`config.mk`:
```
export PLATFORM = sky130hd
export DESIGN_NAME = ventricular_pacing_suppression
export DESIGN_NICKNAME = d
export VERILOG_FILES = /design/src/vps_pkg.sv /design/src/history_if.sv /design/src/ventricular_pacing_suppression.sv /design/src/vps_ms_counter.sv /design/src/vps_cycle_history.sv
export VERILOG_INCLUDE_DIRS = /design/src /design/src/src
export SDC_FILE = /design/constraint.sdc
export NUM_CORES = 1
export LEC_CHECK = 0
export ABC_AREA = 1
export BUFFER_PORTS_ARGS = -buffer_cell sky130_fd_sc_hd__buf_4
export CORE_ASPECT_RATIO = 1.5
export CORE_MARGIN = 2
export CORE_UTILIZATION = 25
export DETAILED_ROUTE_END_ITERATION = 16
export PLACE_DENSITY = 0.4
export SLEW_MARGIN = 0
export SYNTH_ARGS = -nofsm -noshare
export SYNTH_HDL_FRONTEND = slang
export SYNTH_HIERARCHICAL = 1
export SYNTH_SLANG_ARGS = --single-unit
```
`constraint.sdc`:
```
create_clock -name core_clk -period 6.6 [get_ports core_clk]
set_input_delay 1.32 -clock core_clk [delete_from_list [all_inputs] [get_ports core_clk]]
set_output_delay 1.32 -clock core_clk [all_outputs]
set_load 0.005 [all_outputs]
```
`src/vps_regs.svh`:
```
// Purpose: Offsets, field positions, reset values and timing figures of the suppression block
// Assumes: 32-bit APB data, one aligned word per register
// Notes:   Times are kept in their own unit; cycle counts are derived in the code
`ifndef VPS_REGS_SVH
`define VPS_REGS_SVH

// Register byte offsets
`define OFS_CTRL        12'h000
`define OFS_AVDELAY     12'h004
`define OFS_STATUS      12'h008
`define OFS_SCHED       12'h00c
`define OFS_COUNTS      12'h010

// Control fields
`define CTRL_EN_BIT     0
`define CTRL_RATE_BIT   1
`define CTRL_X_LSB      4
`define CTRL_X_MSB      6
`define CTRL_VS_LSB     8
`define CTRL_VS_MSB     11
`define CTRL_WMASK      32'h0000_0f73
`define CTRL_RESET      32'h0000_0330
`define AVDELAY_RESET   10'h096

// Status fields
`define STAT_LOCK_BIT   8
`define STAT_MISS_LSB   12

// Timebase: one millisecond tick from the 40 ns clock
`define TICK_NS         32'h000f_4240
`define CLK_NS          32'h0000_0028

// Timing in milliseconds
`define WAIT_FIRST_MS   32'h0000_7530
`define WAIT_MAX_MS     32'h0075_3000
`define WAIT_LONG_MS    32'h044a_a200
`define VS_GAP_MS       22'h0007d0
`define HOUR_MS         22'h36ee80

// AV delays in milliseconds and rate corners in bpm
`define AV_LONG_MS      10'h1c2
`define AV_FLOOR_MS     10'h12c
`define AV_STEP_MS      10'h00f
`define RATE_KNEE_BPM   8'h64
`define RATE_TOP_BPM    8'h8c

// Cycle counts and mode-switch limit
`define SEARCH_CYCLES   4'h8
`define MISS_RUN        2'h2
`define SWITCH_LIMIT    4'hf

`endif

```
`src/vps_pkg.sv`:
```
// Purpose: Types shared by the suppression block
// Assumes: Nothing
// Notes:   State codes are one-hot
package vps_pkg;

  typedef enum logic [4:0] {
    ST_OFF    = 5'h01,
    ST_DDD    = 5'h02,
    ST_SEARCH = 5'h04,
    ST_ADI    = 5'h08,
    ST_DDI    = 5'h10
  } vps_state_t;

endpackage

```
`src/history_if.sv`:
```
// Purpose: Carries the per-cycle miss history between controller and history window
// Assumes: One shift pulse per cardiac cycle
// Notes:   missCount is registered in the window module
interface history_if;
  logic       shift;
  logic       miss;
  logic       clear;
  logic [3:0] missCount;

  modport hist (input shift, input miss, input clear, output missCount);
  modport user (output shift, output miss, output clear, input missCount);
endinterface

```
`src/ventricular_pacing_suppression.sv`:
```
// Purpose: Mode controller moving between DDD(R) pacing and ADI(R) with ventricular sensing only
// Assumes: All event inputs are one-cycle pulses synchronous to core_clk
// Notes:   Registers reached over APB with no wait states
//
// Decided for this implementation: the register addresses and register access over APB.
`include "vps_regs.svh"

module ventricular_pacing_suppression
  import vps_pkg::*;
#(
  parameter int TICK_CYCLES = `TICK_NS / `CLK_NS
) (
  input  wire logic        core_clk,
  input  wire logic        rst,
  input  wire logic [11:0] paddr,
  input  wire logic        psel,
  input  wire logic        penable,
  input  wire logic        pwrite,
  input  wire logic [31:0] pwdata,
  output logic      [31:0] prdata,
  output logic             pready,
  output logic             pslverr,
  input  wire logic        cycleEnd,
  input  wire logic        ventricularSensedEvent,
  input  wire logic        intrinsicAboveRate,
  input  wire logic [7:0]  rateBpm,
  input  wire logic        headRemoved,
  input  wire logic        modeSwitchMet,
  input  wire logic        resyncMet,
  input  wire logic        higherPrioritySuspend,
  input  wire logic        midnight,
  output logic             suppressionActive,
  output logic             ventricularPaceEnable,
  output logic             atrialPaceEnable,
  output logic      [9:0]  avDelayMs,
  output logic             ddiActive,
  output logic      [4:0]  modeState
);

  // Bus and configuration registers
  logic [31:0] ctrl_reg, ctrl_next;
  logic [9:0]  avProg_reg, avProg_next;
  logic [31:0] prdata_reg, prdata_next;
  logic        pready_reg, pready_next;
  logic        pslverr_reg, pslverr_next;

  // Controller state
  vps_state_t  state_reg, state_next;
  logic [14:0] pre_reg, pre_next;
  logic        msTick_reg, msTick_next;
  logic [31:0] waitTarget_reg, waitTarget_next;
  logic        vsFlag_reg, vsFlag_next;
  logic [3:0]  consec_reg, consec_next;
  logic [3:0]  searchCyc_reg, searchCyc_next;
  logic [1:0]  missRun_reg, missRun_next;
  logic [3:0]  switchCnt_reg, switchCnt_next;
  logic        lock_reg, lock_next;
  logic [15:0] failCnt_reg, failCnt_next;
  logic        fallback_reg, fallback_next;

  // Output registers
  logic        supp_reg, supp_next;
  logic        vPace_reg, vPace_next;
  logic        aPace_reg, aPace_next;
  logic [9:0]  avOut_reg, avOut_next;
  logic        ddi_reg, ddi_next;

  // Helpers
  logic        setup, wrEn, hit;
  logic [31:0] rdMux;
  logic        enabled, suspend, seen, fallbackNow, restart;
  logic        waitClr, gapClr, hourClr;
  logic [31:0] waitCnt;
  logic [21:0] gapCnt;
  logic [21:0] hourCnt;
  logic [9:0]  extAv, stepMul, avShort;
  logic [7:0]  rateDiff;
  logic [3:0]  vsNeeded;
  logic [3:0]  xNeeded;

  history_if hbus ();

  vps_cycle_history u_history (
    .core_clk (core_clk),
    .rst      (rst),
    .hist     (hbus)
  );

  vps_ms_counter #(.W(32)) u_wait (
    .core_clk (core_clk),
    .rst      (rst),
    .clear    (waitClr),
    .tick     (msTick_reg),
    .count    (waitCnt)
  );

  vps_ms_counter #(.W(22)) u_gap (
    .core_clk (core_clk),
    .rst      (rst),
    .clear    (gapClr),
    .tick     (msTick_reg),
    .count    (gapCnt)
  );

  vps_ms_counter #(.W(22)) u_hour (
    .core_clk (core_clk),
    .rst      (rst),
    .clear    (hourClr),
    .tick     (msTick_reg),
    .count    (hourCnt)
  );

  // APB slave, zero wait states
  always_comb begin
    setup = psel && !penable;
    wrEn  = psel && penable && pready_reg && pwrite;
    hit   = (paddr == `OFS_CTRL) || (paddr == `OFS_AVDELAY) || (paddr == `OFS_STATUS) ||
            (paddr == `OFS_SCHED) || (paddr == `OFS_COUNTS);
    case (paddr)
      `OFS_CTRL:    rdMux = ctrl_reg;
      `OFS_AVDELAY: rdMux = {22'h0, avProg_reg};
      `OFS_STATUS:  rdMux = {16'h0, hbus.missCount, 3'h0, lock_reg, 3'h0, state_reg};
      `OFS_SCHED:   rdMux = waitTarget_reg;
      `OFS_COUNTS:  rdMux = {failCnt_reg, 12'h0, switchCnt_reg};
      default:      rdMux = 32'h0000_0000;
    endcase
    pready_next  = setup;
    pslverr_next = setup && !hit;
    prdata_next  = (setup && !pwrite) ? rdMux : 32'h0000_0000;
    ctrl_next    = ctrl_reg;
    avProg_next  = avProg_reg;
    if (wrEn && (paddr == `OFS_CTRL)) begin
      ctrl_next = pwdata & `CTRL_WMASK;
    end
    if (wrEn && (paddr == `OFS_AVDELAY)) begin
      avProg_next = pwdata[9:0];
    end
  end

  // Millisecond timebase
  always_comb begin
    pre_next    = pre_reg + 15'h0001;
    msTick_next = 1'b0;
    if (pre_reg == 15'(TICK_CYCLES - 1)) begin
      pre_next    = 15'h0000;
      msTick_next = 1'b1;
    end
  end

  // Rate-dependent long AV delay
  always_comb begin
    rateDiff = rateBpm - `RATE_KNEE_BPM;
    stepMul  = {4'h0, rateDiff[7:2]} * `AV_STEP_MS;
    if (rateBpm <= `RATE_KNEE_BPM) begin
      extAv = `AV_LONG_MS;
    end else if (rateBpm >= `RATE_TOP_BPM) begin
      extAv = `AV_FLOOR_MS;
    end else begin
      extAv = `AV_LONG_MS - stepMul;
    end
    avShort = (avProg_reg < extAv) ? avProg_reg : extAv;
  end

  // Mode controller
  always_comb begin
    enabled  = ctrl_reg[`CTRL_EN_BIT];
    suspend  = !enabled || higherPrioritySuspend;
    vsNeeded = ctrl_reg[`CTRL_VS_MSB:`CTRL_VS_LSB];
    xNeeded  = {1'b0, ctrl_reg[`CTRL_X_MSB:`CTRL_X_LSB]};
    seen     = vsFlag_reg || ventricularSensedEvent;

    state_next      = state_reg;
    waitTarget_next = waitTarget_reg;
    consec_next     = consec_reg;
    searchCyc_next  = searchCyc_reg;
    missRun_next    = missRun_reg;
    switchCnt_next  = switchCnt_reg;
    lock_next       = lock_reg;
    failCnt_next    = failCnt_reg;
    fallback_next   = fallback_reg && !cycleEnd;
    restart         = 1'b0;
    waitClr         = 1'b0;
    gapClr          = ventricularSensedEvent;
    hourClr         = (hourCnt >= `HOUR_MS);
    hbus.shift      = 1'b0;
    hbus.miss       = 1'b0;
    hbus.clear      = 1'b0;
    fallbackNow     = 1'b0;

    // Sense flag: a new sense wins over the cycle-end clear
    vsFlag_next = ventricularSensedEvent || (vsFlag_reg && !cycleEnd);

    if (hourClr) begin
      switchCnt_next = 4'h0;
    end
    if (midnight) begin
      lock_next = 1'b0;
    end

    case (state_reg)
      ST_OFF: begin
        if (!suspend) begin
          state_next = ST_DDD;
          restart    = 1'b1;
        end
      end
      ST_DDD: begin
        if (!lock_reg && ventricularSensedEvent) begin
          state_next = ST_SEARCH;
        end else if (!lock_reg && (waitCnt >= waitTarget_reg)) begin
          state_next = ST_SEARCH;
        end
        consec_next    = 4'h0;
        searchCyc_next = 4'h0;
      end
      ST_SEARCH: begin
        if (cycleEnd) begin
          consec_next    = seen ? consec_reg + 4'h1 : 4'h0;
          searchCyc_next = searchCyc_reg + 4'h1;
          if (seen && ((consec_reg + 4'h1) >= vsNeeded)) begin
            state_next      = ST_ADI;
            waitTarget_next = `WAIT_FIRST_MS;
            hbus.clear      = 1'b1;
            missRun_next    = 2'h0;
            gapClr          = 1'b1;
          end else if ((searchCyc_reg + 4'h1) >= `SEARCH_CYCLES) begin
            state_next   = ST_DDD;
            waitClr      = 1'b1;
            failCnt_next = failCnt_reg + 16'h0001;
            if (waitTarget_reg >= `WAIT_MAX_MS) begin
              waitTarget_next = `WAIT_LONG_MS;
            end else begin
              waitTarget_next = {waitTarget_reg[30:0], 1'b0};
            end
          end
        end
      end
      ST_ADI: begin
        if (cycleEnd) begin
          hbus.shift   = 1'b1;
          hbus.miss    = !seen;
          missRun_next = seen ? 2'h0 : missRun_reg + 2'h1;
        end
        // Criteria evaluated side by side; any one switches
        if (gapCnt >= `VS_GAP_MS) begin
          fallbackNow = 1'b1;
        end
        if (cycleEnd && !seen && ((missRun_reg + 2'h1) >= `MISS_RUN)) begin
          fallbackNow = 1'b1;
        end
        if ((xNeeded != 4'h0) && (hbus.missCount >= xNeeded)) begin
          fallbackNow = 1'b1;
        end
        if (fallbackNow) begin
          state_next    = ST_DDD;
          fallback_next = 1'b1;
          waitClr       = 1'b1;
          if (!hourClr && (switchCnt_reg >= (`SWITCH_LIMIT - 4'h1))) begin
            lock_next      = 1'b1;
            switchCnt_next = 4'h0;
          end else begin
            switchCnt_next = hourClr ? 4'h1 : switchCnt_reg + 4'h1;
          end
        end
      end
      ST_DDI: begin
        if (resyncMet) begin
          state_next = ST_DDD;
          waitClr    = 1'b1;
        end
      end
      default: begin
        state_next = ST_OFF;
      end
    endcase

    // Tachycardia mode switch overrides any suppression state
    if ((state_reg != ST_OFF) && (state_reg != ST_DDI) && modeSwitchMet) begin
      state_next = ST_DDI;
    end
    if (suspend) begin
      state_next = ST_OFF;
    end

    if (restart || headRemoved) begin
      waitTarget_next = `WAIT_FIRST_MS;
      waitClr         = 1'b1;
    end
    if (restart) begin
      consec_next    = 4'h0;
      searchCyc_next = 4'h0;
      missRun_next   = 2'h0;
      switchCnt_next = 4'h0;
      failCnt_next   = 16'h0000;
      hbus.clear     = 1'b1;
      hourClr        = 1'b1;
    end
  end

  // Output values follow the next state, except atrial pace enable, which is the inverse of intrinsicAboveRate
  always_comb begin
    supp_next  = (state_next == ST_DDD) || (state_next == ST_SEARCH) || (state_next == ST_ADI);
    vPace_next = (state_next != ST_ADI);
    aPace_next = !intrinsicAboveRate;
    ddi_next   = (state_next == ST_DDI);
    case (state_next)
      ST_SEARCH: avOut_next = extAv;
      ST_ADI:    avOut_next = extAv;
      ST_DDD:    avOut_next = fallback_next ? avShort : avProg_reg;
      default:   avOut_next = avProg_reg;
    endcase
  end

  always_ff @(posedge core_clk) begin
    if (rst) begin
      ctrl_reg       <= `CTRL_RESET;
      avProg_reg     <= `AVDELAY_RESET;
      prdata_reg     <= 32'h0000_0000;
      pready_reg     <= 1'b0;
      pslverr_reg    <= 1'b0;
      state_reg      <= ST_OFF;
      pre_reg        <= 15'h0000;
      msTick_reg     <= 1'b0;
      waitTarget_reg <= `WAIT_FIRST_MS;
      vsFlag_reg     <= 1'b0;
      consec_reg     <= 4'h0;
      searchCyc_reg  <= 4'h0;
      missRun_reg    <= 2'h0;
      switchCnt_reg  <= 4'h0;
      lock_reg       <= 1'b0;
      failCnt_reg    <= 16'h0000;
      fallback_reg   <= 1'b0;
      supp_reg       <= 1'b0;
      vPace_reg      <= 1'b1;
      aPace_reg      <= 1'b1;
      avOut_reg      <= `AVDELAY_RESET;
      ddi_reg        <= 1'b0;
    end else begin
      ctrl_reg       <= ctrl_next;
      avProg_reg     <= avProg_next;
      prdata_reg     <= prdata_next;
      pready_reg     <= pready_next;
      pslverr_reg    <= pslverr_next;
      state_reg      <= state_next;
      pre_reg        <= pre_next;
      msTick_reg     <= msTick_next;
      waitTarget_reg <= waitTarget_next;
      vsFlag_reg     <= vsFlag_next;
      consec_reg     <= consec_next;
      searchCyc_reg  <= searchCyc_next;
      missRun_reg    <= missRun_next;
      switchCnt_reg  <= switchCnt_next;
      lock_reg       <= lock_next;
      failCnt_reg    <= failCnt_next;
      fallback_reg   <= fallback_next;
      supp_reg       <= supp_next;
      vPace_reg      <= vPace_next;
      aPace_reg      <= aPace_next;
      avOut_reg      <= avOut_next;
      ddi_reg        <= ddi_next;
    end
  end

  assign prdata                = prdata_reg;
  assign pready                = pready_reg;
  assign pslverr               = pslverr_reg;
  assign suppressionActive     = supp_reg;
  assign ventricularPaceEnable = vPace_reg;
  assign atrialPaceEnable      = aPace_reg;
  assign avDelayMs             = avOut_reg;
  assign ddiActive             = ddi_reg;
  assign modeState             = state_reg;
endmodule

```
`src/vps_ms_counter.sv`:
```
// Purpose: Saturating millisecond counter with clear
// Assumes: tick is a one-cycle pulse
// Notes:   Clear wins over a tick in the same cycle
module vps_ms_counter #(
  parameter int W = 32
) (
  input  wire logic         core_clk,
  input  wire logic         rst,
  input  wire logic         clear,
  input  wire logic         tick,
  output logic [W-1:0]      count
);
  logic [W-1:0] count_reg;
  logic [W-1:0] count_next;

  always_comb begin
    count_next = count_reg;
    if (clear) begin
      count_next = '0;
    end else if (tick && (count_reg != {W{1'b1}})) begin
      count_next = count_reg + {{(W-1){1'b0}}, 1'b1};
    end
  end

  always_ff @(posedge core_clk) begin
    if (rst) begin
      count_reg <= '0;
    end else begin
      count_reg <= count_next;
    end
  end

  assign count = count_reg;
endmodule

```
`src/vps_cycle_history.sv`:
```
// Purpose: Fixed eight-cycle window of cycles lacking a ventricular sense
// Assumes: shift pulses once per cardiac cycle
// Notes:   Window length is not adjustable
module vps_cycle_history (
  input  wire logic core_clk,
  input  wire logic rst,
  history_if.hist   hist
);
  logic [7:0] win_reg;
  logic [7:0] win_next;
  logic [3:0] cnt_reg;
  logic [3:0] cnt_next;

  always_comb begin
    win_next = win_reg;
    if (hist.clear) begin
      win_next = 8'h00;
    end else if (hist.shift) begin
      win_next = {win_reg[6:0], hist.miss};
    end
    cnt_next = 4'h0;
    for (int i = 0; i < 8; i++) begin
      cnt_next = cnt_next + {3'h0, win_next[i]};
    end
  end

  always_ff @(posedge core_clk) begin
    if (rst) begin
      win_reg <= 8'h00;
      cnt_reg <= 4'h0;
    end else begin
      win_reg <= win_next;
      cnt_reg <= cnt_next;
    end
  end

  assign hist.missCount = cnt_reg;
endmodule

```
==> impl_metrics.py, run 1 <==
metrics = {
    "outcome": {
        "status": "finished, final reports clean",
    },
    "sta": {
        "fmax_mhz": 180,
        "finalSetupViolCount": 0,
        "hold_ws_ns": 0.459,
        "worst_pin_slew_ns": 1.13,
        "slew_headroom_pct": 24.5,
        "finalHoldViolCount": 0,
        "period_needed_ns": 5.55,
        "fin_crit_sh_pct": 84.0,
        "setup_tns_ns": 0,
        "clock_skew_ns": 0.0115,
        "rsz0062_at_grt": "no",
        "slew_viol_final": 0,
    },
    "place": {
        "dp_hpwl_mm": 32.7,
        "io_buffers": 97,
        "placedCellCount": 2781,
        "place_congestion": 0.796,
        "dpl_cell_area_mm2": 0.0153,
    },
    "clock_network": {
        "ctsResizeCount": 0,
        "post_cts_buffers": 0,
        "numClockSinks": 237,
        "postCtsHoldBufs": 0,
        "cts_root_buf": "clkbuf_16",
        "clk_latency_ns": 0.56,
        "cts_made_buffers": 28,
        "clock_path_buffers": 3,
        "cts_tree": "built",
        "clkTransAtPathRegs_ns": 0.06,
        "htree_levels": 1,
    },
    "hold_path": {
        "holdPathStages": 1,
        "min_path_type": "reg -> reg",
    },
    "setup_path": {
        "cp-endpoint": "avDelayMs[7]",
        "crit_required_ns": 7.04,
        "r2r-start": "consec_reg[0]",
        "crit_fanout": 14,
        "slowest_delay_ns": 0.51,
        "critPathLaunch": "rateBpm[2]",
        "reg2reg_depth": 23,
        "rrSetupSlack_ns": 1.53,
        "r2r-end": "u_history/hist.missCount[2]",
        "slowest_stage": "fa_1",
        "cp.arrival_ns": 5.98,
        "start_kind": "input pin",
        "endpoint_kind": "flip-flop",
        "crit_type": "in -> reg",
    },
    "grt": {
        "antenna_found_initial": 1,
        "grt_overflow": 0,
        "grt.total_usage_pct": 14.8,
        "grt_pass1_vias": 12800,
        "grt_pass1_wl_mm": 68.2,
        "grt_max_degree": 39,
    },
    "floorplanning": {
        "dieHeight_um": 293,
        "rows": 105,
        "die_w_um": 197,
        "die_area_mm2": 0.0575,
        "num_io_pins": 118,
        "initial_core_util_pct": 25.4,
        "core_area_mm2": 0.0548,
    },
    "synthesis": {
        "ys_seq_area_share_pct": 34.1,
        "synth_edf_count": 0,
        "synthFlopType": "dfxtp_1",
        "synthCells": 2020,
        "synth_seq_cells": 237,
        "async_flop_share_pct": 0,
        "avgSynthCellArea_um2": 6.88,
        "syn_area_mm2": 0.0139,
        "synth_cell_types": 60,
        "syn-num-nets": 2171,
        "synth_top_area_share_pct": 34.1,
        "ys_warn_count": 6,
        "synth_area_leader_cell": "dfxtp_1",
        "synth.area.top_cells": "dfxtp_1 (34%), nand2_1 (12%), nor2_1 (7.8%), ha_1 (7.2%), inv_1 (7.2%)",
    },
    "power": {
        "power.density_mw_per_mm2": 219,
        "vdd_drop_max_uv": 210,
        "power_leakage_nw": 6.85,
    },
    "detailed_routing": {
        "vias_per_cell": 4.51,
        "drc_errors": 0,
        "drt_iter0_markers": 460,
        "vias": 12800,
        "finalWirelength_mm": 42.2,
        "final_antenna_net_count": 0,
        "wl_per_cell_um": 14.9,
        "drtPass1Iterations": 5,
    },
    "final_layout": {
        "final_cell_area_mm2": 0.0163,
        "fin_cells": 2833,
        "fin_nets": 2267,
        "postLayoutCoreUtil_pct": 29.8,
        "antenna_cells": 0,
        "final_common_cell": "nand2_1",
        "mostFrequentLayoutCells": "nand2_1 (460), nor2_1 (288), inv_1 (265)",
        "drive_above_1_share_pct": 13.5,
        "syn_to_final_growth_pct": 17.6,
    },
    "run": {
        "cap_violations": 0,
    },
}
[critical path, delay by kind of cell]
family                   cells  cell delay (ns)
AND/OR/NAND/NOR             14             1.58
AO/OA/AOI/OAI                3             0.26
XOR/XNOR                     2             0.49
adder cells (fa/ha/maj)      6             1.99
buffers and inverters        5             0.35
[synthesized netlist by cell type, types with 2 or more instances]
cell / count
o211ai_1: 14
fa_1: 6
o21a_1: 5
clkbuf_4: 2
nor4_1: 5
a31o_2: 2
o21ai_1: 5
nand2_2: 22
a21o_1: 2
nor3b_1: 8
nand3b_1: 10
a21boi_1: 2
a22oi_1: 21
a21oi_1: 117
or2_2: 5
nor3_2: 2
o22ai_1: 3
a21oi_2: 9
nand3_1: 135
dfxtp_1: 237
nor3_1: 40
buf_1: 2
nand4_1: 30
nand3_2: 19
buf_6: 8
nand2_1: 460
inv_2: 16
o221ai_1: 4
clkinv_1: 2
clkbuf_1: 9
a31oi_1: 7
nand2_4: 7
xor2_1: 17
buf_2: 16
nor2_4: 13
a211oi_1: 7
nor2_2: 27
a221oi_1: 4
ha_1: 80
o21ai_0: 59
nor2_1: 290
xnor2_1: 9
inv_1: 265
[final cells by class]
cell class | instances | area, um^2
fillers | 6012 | 38400
multi-input cells | 1459 | 7840
flip-flops and latches | 237 | 4740
inverters | 286 | 1090
well taps | 695 | 870
clock buffers | 35 | 788
repair buffers | 104 | 781
clock inverters | 17 | 240
[power by group]
group	leakage, nW	switching [mW]	internal, mW	total [mW]
logic	4.45	0.248	0.167	0.415
registers	1.91	0.00140	1.43	1.43
clock network	0.498	0.688	1.05	1.73
total	6.85	0.938	2.65	3.58
[logic make-up after synthesis]
family / after synthesis / synth area share (%)
AO/OA/AOI/OAI: 266 / 11.3
XOR/XNOR: 26 / 1.64
adder cells (fa/ha/maj): 86 / 8.07
buffers and inverters: 324 / 9.50
flip-flops: 237 / 34.1
AND/OR/NAND/NOR: 1081 / 35.4
[worst min-delay path by stage]
stage,start,end,slack [ns]
final,pre_reg[0],pre_reg[0],0.46
after global routing,pre_reg[0],pre_reg[0],0.48
after CTS,pre_reg[0],pre_reg[0],0.46
after detailed placement,pre_reg[0],pre_reg[0],0.45
after global placement,pre_reg[0],pre_reg[0],0.44
after floorplan,pre_reg[0],pre_reg[0],0.42
[metal layers]
layer / routed length, um / track usage (%) / up-vias
li1: - / - / 6739
met4: 1220 / 4.95 / 2
met3: 1390 / 2.08 / 54
met2: 22300 / 28.8 / 145
met5: 16 / 0 / -
met1: 17200 / 16.2 / 5827
[metrics by stage]
stage / total power [mW] / setup WS [ns]
5_1_grt: 3.77 / 0.560
3_3_place_gp: 1.89 / 0.447
6_report: 3.58 / 1.05
2_1_floorplan: 1.78 / 0.940
4_1_cts: 3.65 / 1.00
3_5_place_dp: 1.89 / 0.422
No activity file was read; power rests on OpenSTA's default activity.
==> inputs of run 2 (changes only) <==
ABC_AREA = 0   (was 1)
PLACE_DENSITY = 0.42   (was 0.4)
clock period = 4.5 ns   (was 6.6 ns; I/O delays follow)
==> run 2 against run 1 <==
The flow now finishes with violations (negative setup slack). Critical endpoint is now avDelayMs[6]. Cell count shrank 20%. Die area decreased by 9.5%. Largest cell class unchanged. Critical path depth is 5 lower. Largest power group unchanged. Hold slack worse by 0.0082 ns. Clock skew rose by 0.0015 ns.
==> impl_metrics.py, run 2 <==
metrics = {
    "setup_path": {
        "endpoint_kind": "flip-flop",
        "rrSetupSlack_ns": 0.32,
        "crit_fanout": 7,
        "critPathLaunch": "rateBpm[3]",
        "slowest_delay_ns": 0.33,
        "cp_top_family": "adder cells",
        "crit_type": "in -> reg",
        "cp_num_buf_inv": 4,
        "crit_required_ns": 4.96,
        "start_kind": "input pin",
        "slowest_stage": "ha_1",
        "r2r-end": "u_history/hist.missCount[1]",
        "reg2reg_depth": 15,
        "cp.arrival_ns": 5.37,
        "r2r-start": "consec_reg[0]",
    },
    "hold_path": {
        "hp-start": "pre_reg[0]",
        "min_path_type": "reg -> reg",
        "holdPathStages": 1,
        "min_to": "pre_reg[0]",
    },
    "detailed_routing": {
        "vias_per_cell": 4.76,
        "wl_met2_mm": 18.7,
        "wl_per_cell_um": 16.3,
        "wl_met3_mm": 1.36,
        "wl_met1_mm": 15.4,
        "top_layer": "met4",
        "vias": 10800,
        "drt_iter0_markers": 457,
        "finalWirelength_mm": 36.9,
        "drc_errors": 0,
        "drtPass1Iterations": 5,
        "final_antenna_net_count": 0,
    },
    "final_layout": {
        "fill_cells": 5259,
        "fin_nets": 1738,
        "final_common_cell": "dfxtp_1",
        "final_cell_area_mm2": 0.0155,
        "antenna_cells": 0,
        "drive_above_1_share_pct": 18.3,
        "mostFrequentLayoutCells": "dfxtp_1 (237), nor2_1 (197), buf_4 (163)",
        "syn_to_final_growth_pct": 23.6,
        "postLayoutCoreUtil_pct": 31.2,
    },
    "floorplanning": {
        "dieHeight_um": 278,
        "core_area_mm2": 0.0497,
        "initial_core_util_pct": 25.3,
        "rows": 100,
        "die_area_mm2": 0.0521,
        "num_io_pins": 118,
        "die_w_um": 187,
    },
    "clock_network": {
        "clock_path_buffers": 3,
        "htree_levels": 1,
        "cts_root_buf": "clkbuf_16",
        "postCtsHoldBufs": 0,
        "cts_tree": "built",
        "clk_latency_ns": 0.55,
        "cts_made_buffers": 26,
        "numClockSinks": 237,
        "clkTransAtPathRegs_ns": 0.06,
    },
    "grt": {
        "grt_pass1_vias": 10900,
        "grt.total_usage_pct": 14.0,
        "grt_max_degree": 46,
        "grt_pass1_wl_mm": 58.8,
        "antenna_found_initial": 0,
        "grt_overflow": 0,
    },
    "sta": {
        "fmax_mhz": 204,
        "finalSetupViolCount": 10,
        "finalHoldViolCount": 0,
        "clock_skew_ns": 0.0130,
        "slew_headroom_pct": 30.0,
        "setup_tns_ns": -3.51,
        "slew_viol_final": 0,
        "rsz0062_at_grt": "yes",
        "fin_crit_sh_pct": 109,
        "worst_pin_slew_ns": 1.04,
        "period_needed_ns": 4.90,
        "setup_slack_ns": -0.404,
    },
    "synthesis": {
        "yosysMostFrequentCell": "dfxtp_1",
        "synthFlopType": "dfxtp_1",
        "yosys-top-cells-count": "dfxtp_1 (237), nor2_1 (198), nand2_1 (99), ha_1 (80), inv_1 (79)",
        "synth_area_leader_cell": "dfxtp_1",
        "avgSynthCellArea_um2": 8.71,
        "synthCells": 1441,
        "ys_warn_count": 6,
        "synth_seq_cells": 237,
        "synth_top_area_share_pct": 37.8,
        "ys_seq_area_share_pct": 37.8,
        "syn_area_mm2": 0.0126,
        "synth_cell_types": 89,
        "async_flop_share_pct": 0,
        "synth.area.top_cells": "dfxtp_1 (38%), ha_1 (8.0%), nor2_1 (5.9%), xnor2_1 (3.3%), mux2i_1 (3.2%)",
        "synth_edf_count": 0,
        "syn-num-nets": 1592,
    },
    "outcome": {
        "violations": "negative setup slack",
        "status": "finished, violations left",
    },
    "place": {
        "dpl_cell_area_mm2": 0.0145,
        "dp_hpwl_mm": 28.0,
        "place_congestion": 0.837,
        "io_buffers": 97,
    },
    "power": {
        "power.density_mw_per_mm2": 345,
        "vdd_drop_max_uv": 222,
        "power_leakage_nw": 6.03,
    },
    "run": {
        "cap_violations": 0,
    },
}
-- run 2: cell types whose count changed after synthesis, sizes merged, moves of 26 or more --
cell and delta:
xor2 +26, nor2 -130, nand3 -108, inv -204, xnor2 +38, mux2i +40, a21oi -46, nand2 -389
-- run 2: kinds of logic (layout without fill, tap and decap cells) --
family | Yosys count | after routing | share of synthesized area (%)
xor gates and xnor gates | 90 | 90 | 6.28
buffers and inverters | 125 | 284 | 4.03
DFF | 237 | 237 | 37.8
adders and majority gates | 86 | 86 | 8.93
and+or+nand+nor | 581 | 581 | 23.8
AOI/OAI and AO/OA | 278 | 278 | 15.6
muxes | 44 | 44 | 3.55
-- run 2: stage by stage --
step                      std cells  total power [mW]  hold slack [ns]  worst slack [ns]
after CTS                      2259              5.44            0.455            -0.309
after global routing           2263              5.65            0.492            -0.623
after global placement         2212              3.09            0.436            -0.941
after detailed placement       2212              3.09            0.441             -1.01
after floorplan                1441              2.73            0.418            -0.508
final                          2263              5.35            0.451            -0.404
-- run 2: per-layer routing --
layer	vias up	global-route usage (%)
met5	-	0
met4	0	5.90
met3	70	2.18
met2	174	26.1
met1	5073	15.6
li1	5455	-
-- run 2: worst max path at each step --
stage | to | slack [ns] | depth (start not counted)
after CTS | avDelayMs[9] | -0.31 | 25
after floorplan | avDelayMs[5] | -0.51 | 25
final | avDelayMs[6] | -0.40 | 25
after global routing | avDelayMs[5] | -0.62 | 26
after global placement | avDelayMs[5] | -0.94 | 24
after detailed placement | avDelayMs[5] | -1.01 | 26
-- run 2: area by class of cell --
cell class	count	area, um^2	share of cell area [%]
Timing Repair Buffer	164	1240	7.99
Clock buffer	31	701	4.52
Sequential cell	237	4740	30.6
Inverter	79	300	1.94
Clock inverter	10	125	0.807
Tap cell	663	830	5.35
Multi-Input combinational cell	1079	7570	48.8
-- run 2: power breakdown --
group	switching, mW	leakage (nW)	internal (mW)	total, mW
clock	0.884	0.413	1.27	2.15
combinational	0.519	3.70	0.577	1.10
sequential	0.00266	1.91	2.10	2.10
-- run 2: timing repair --
item / CTS / global route
setup endpoints to repair: 10 / 11
gates resized for setup: 18 / 4
pin swaps: 15 / 14
endpoints found under the hold margin: 0 / 0
buffers inserted: 6 / 4
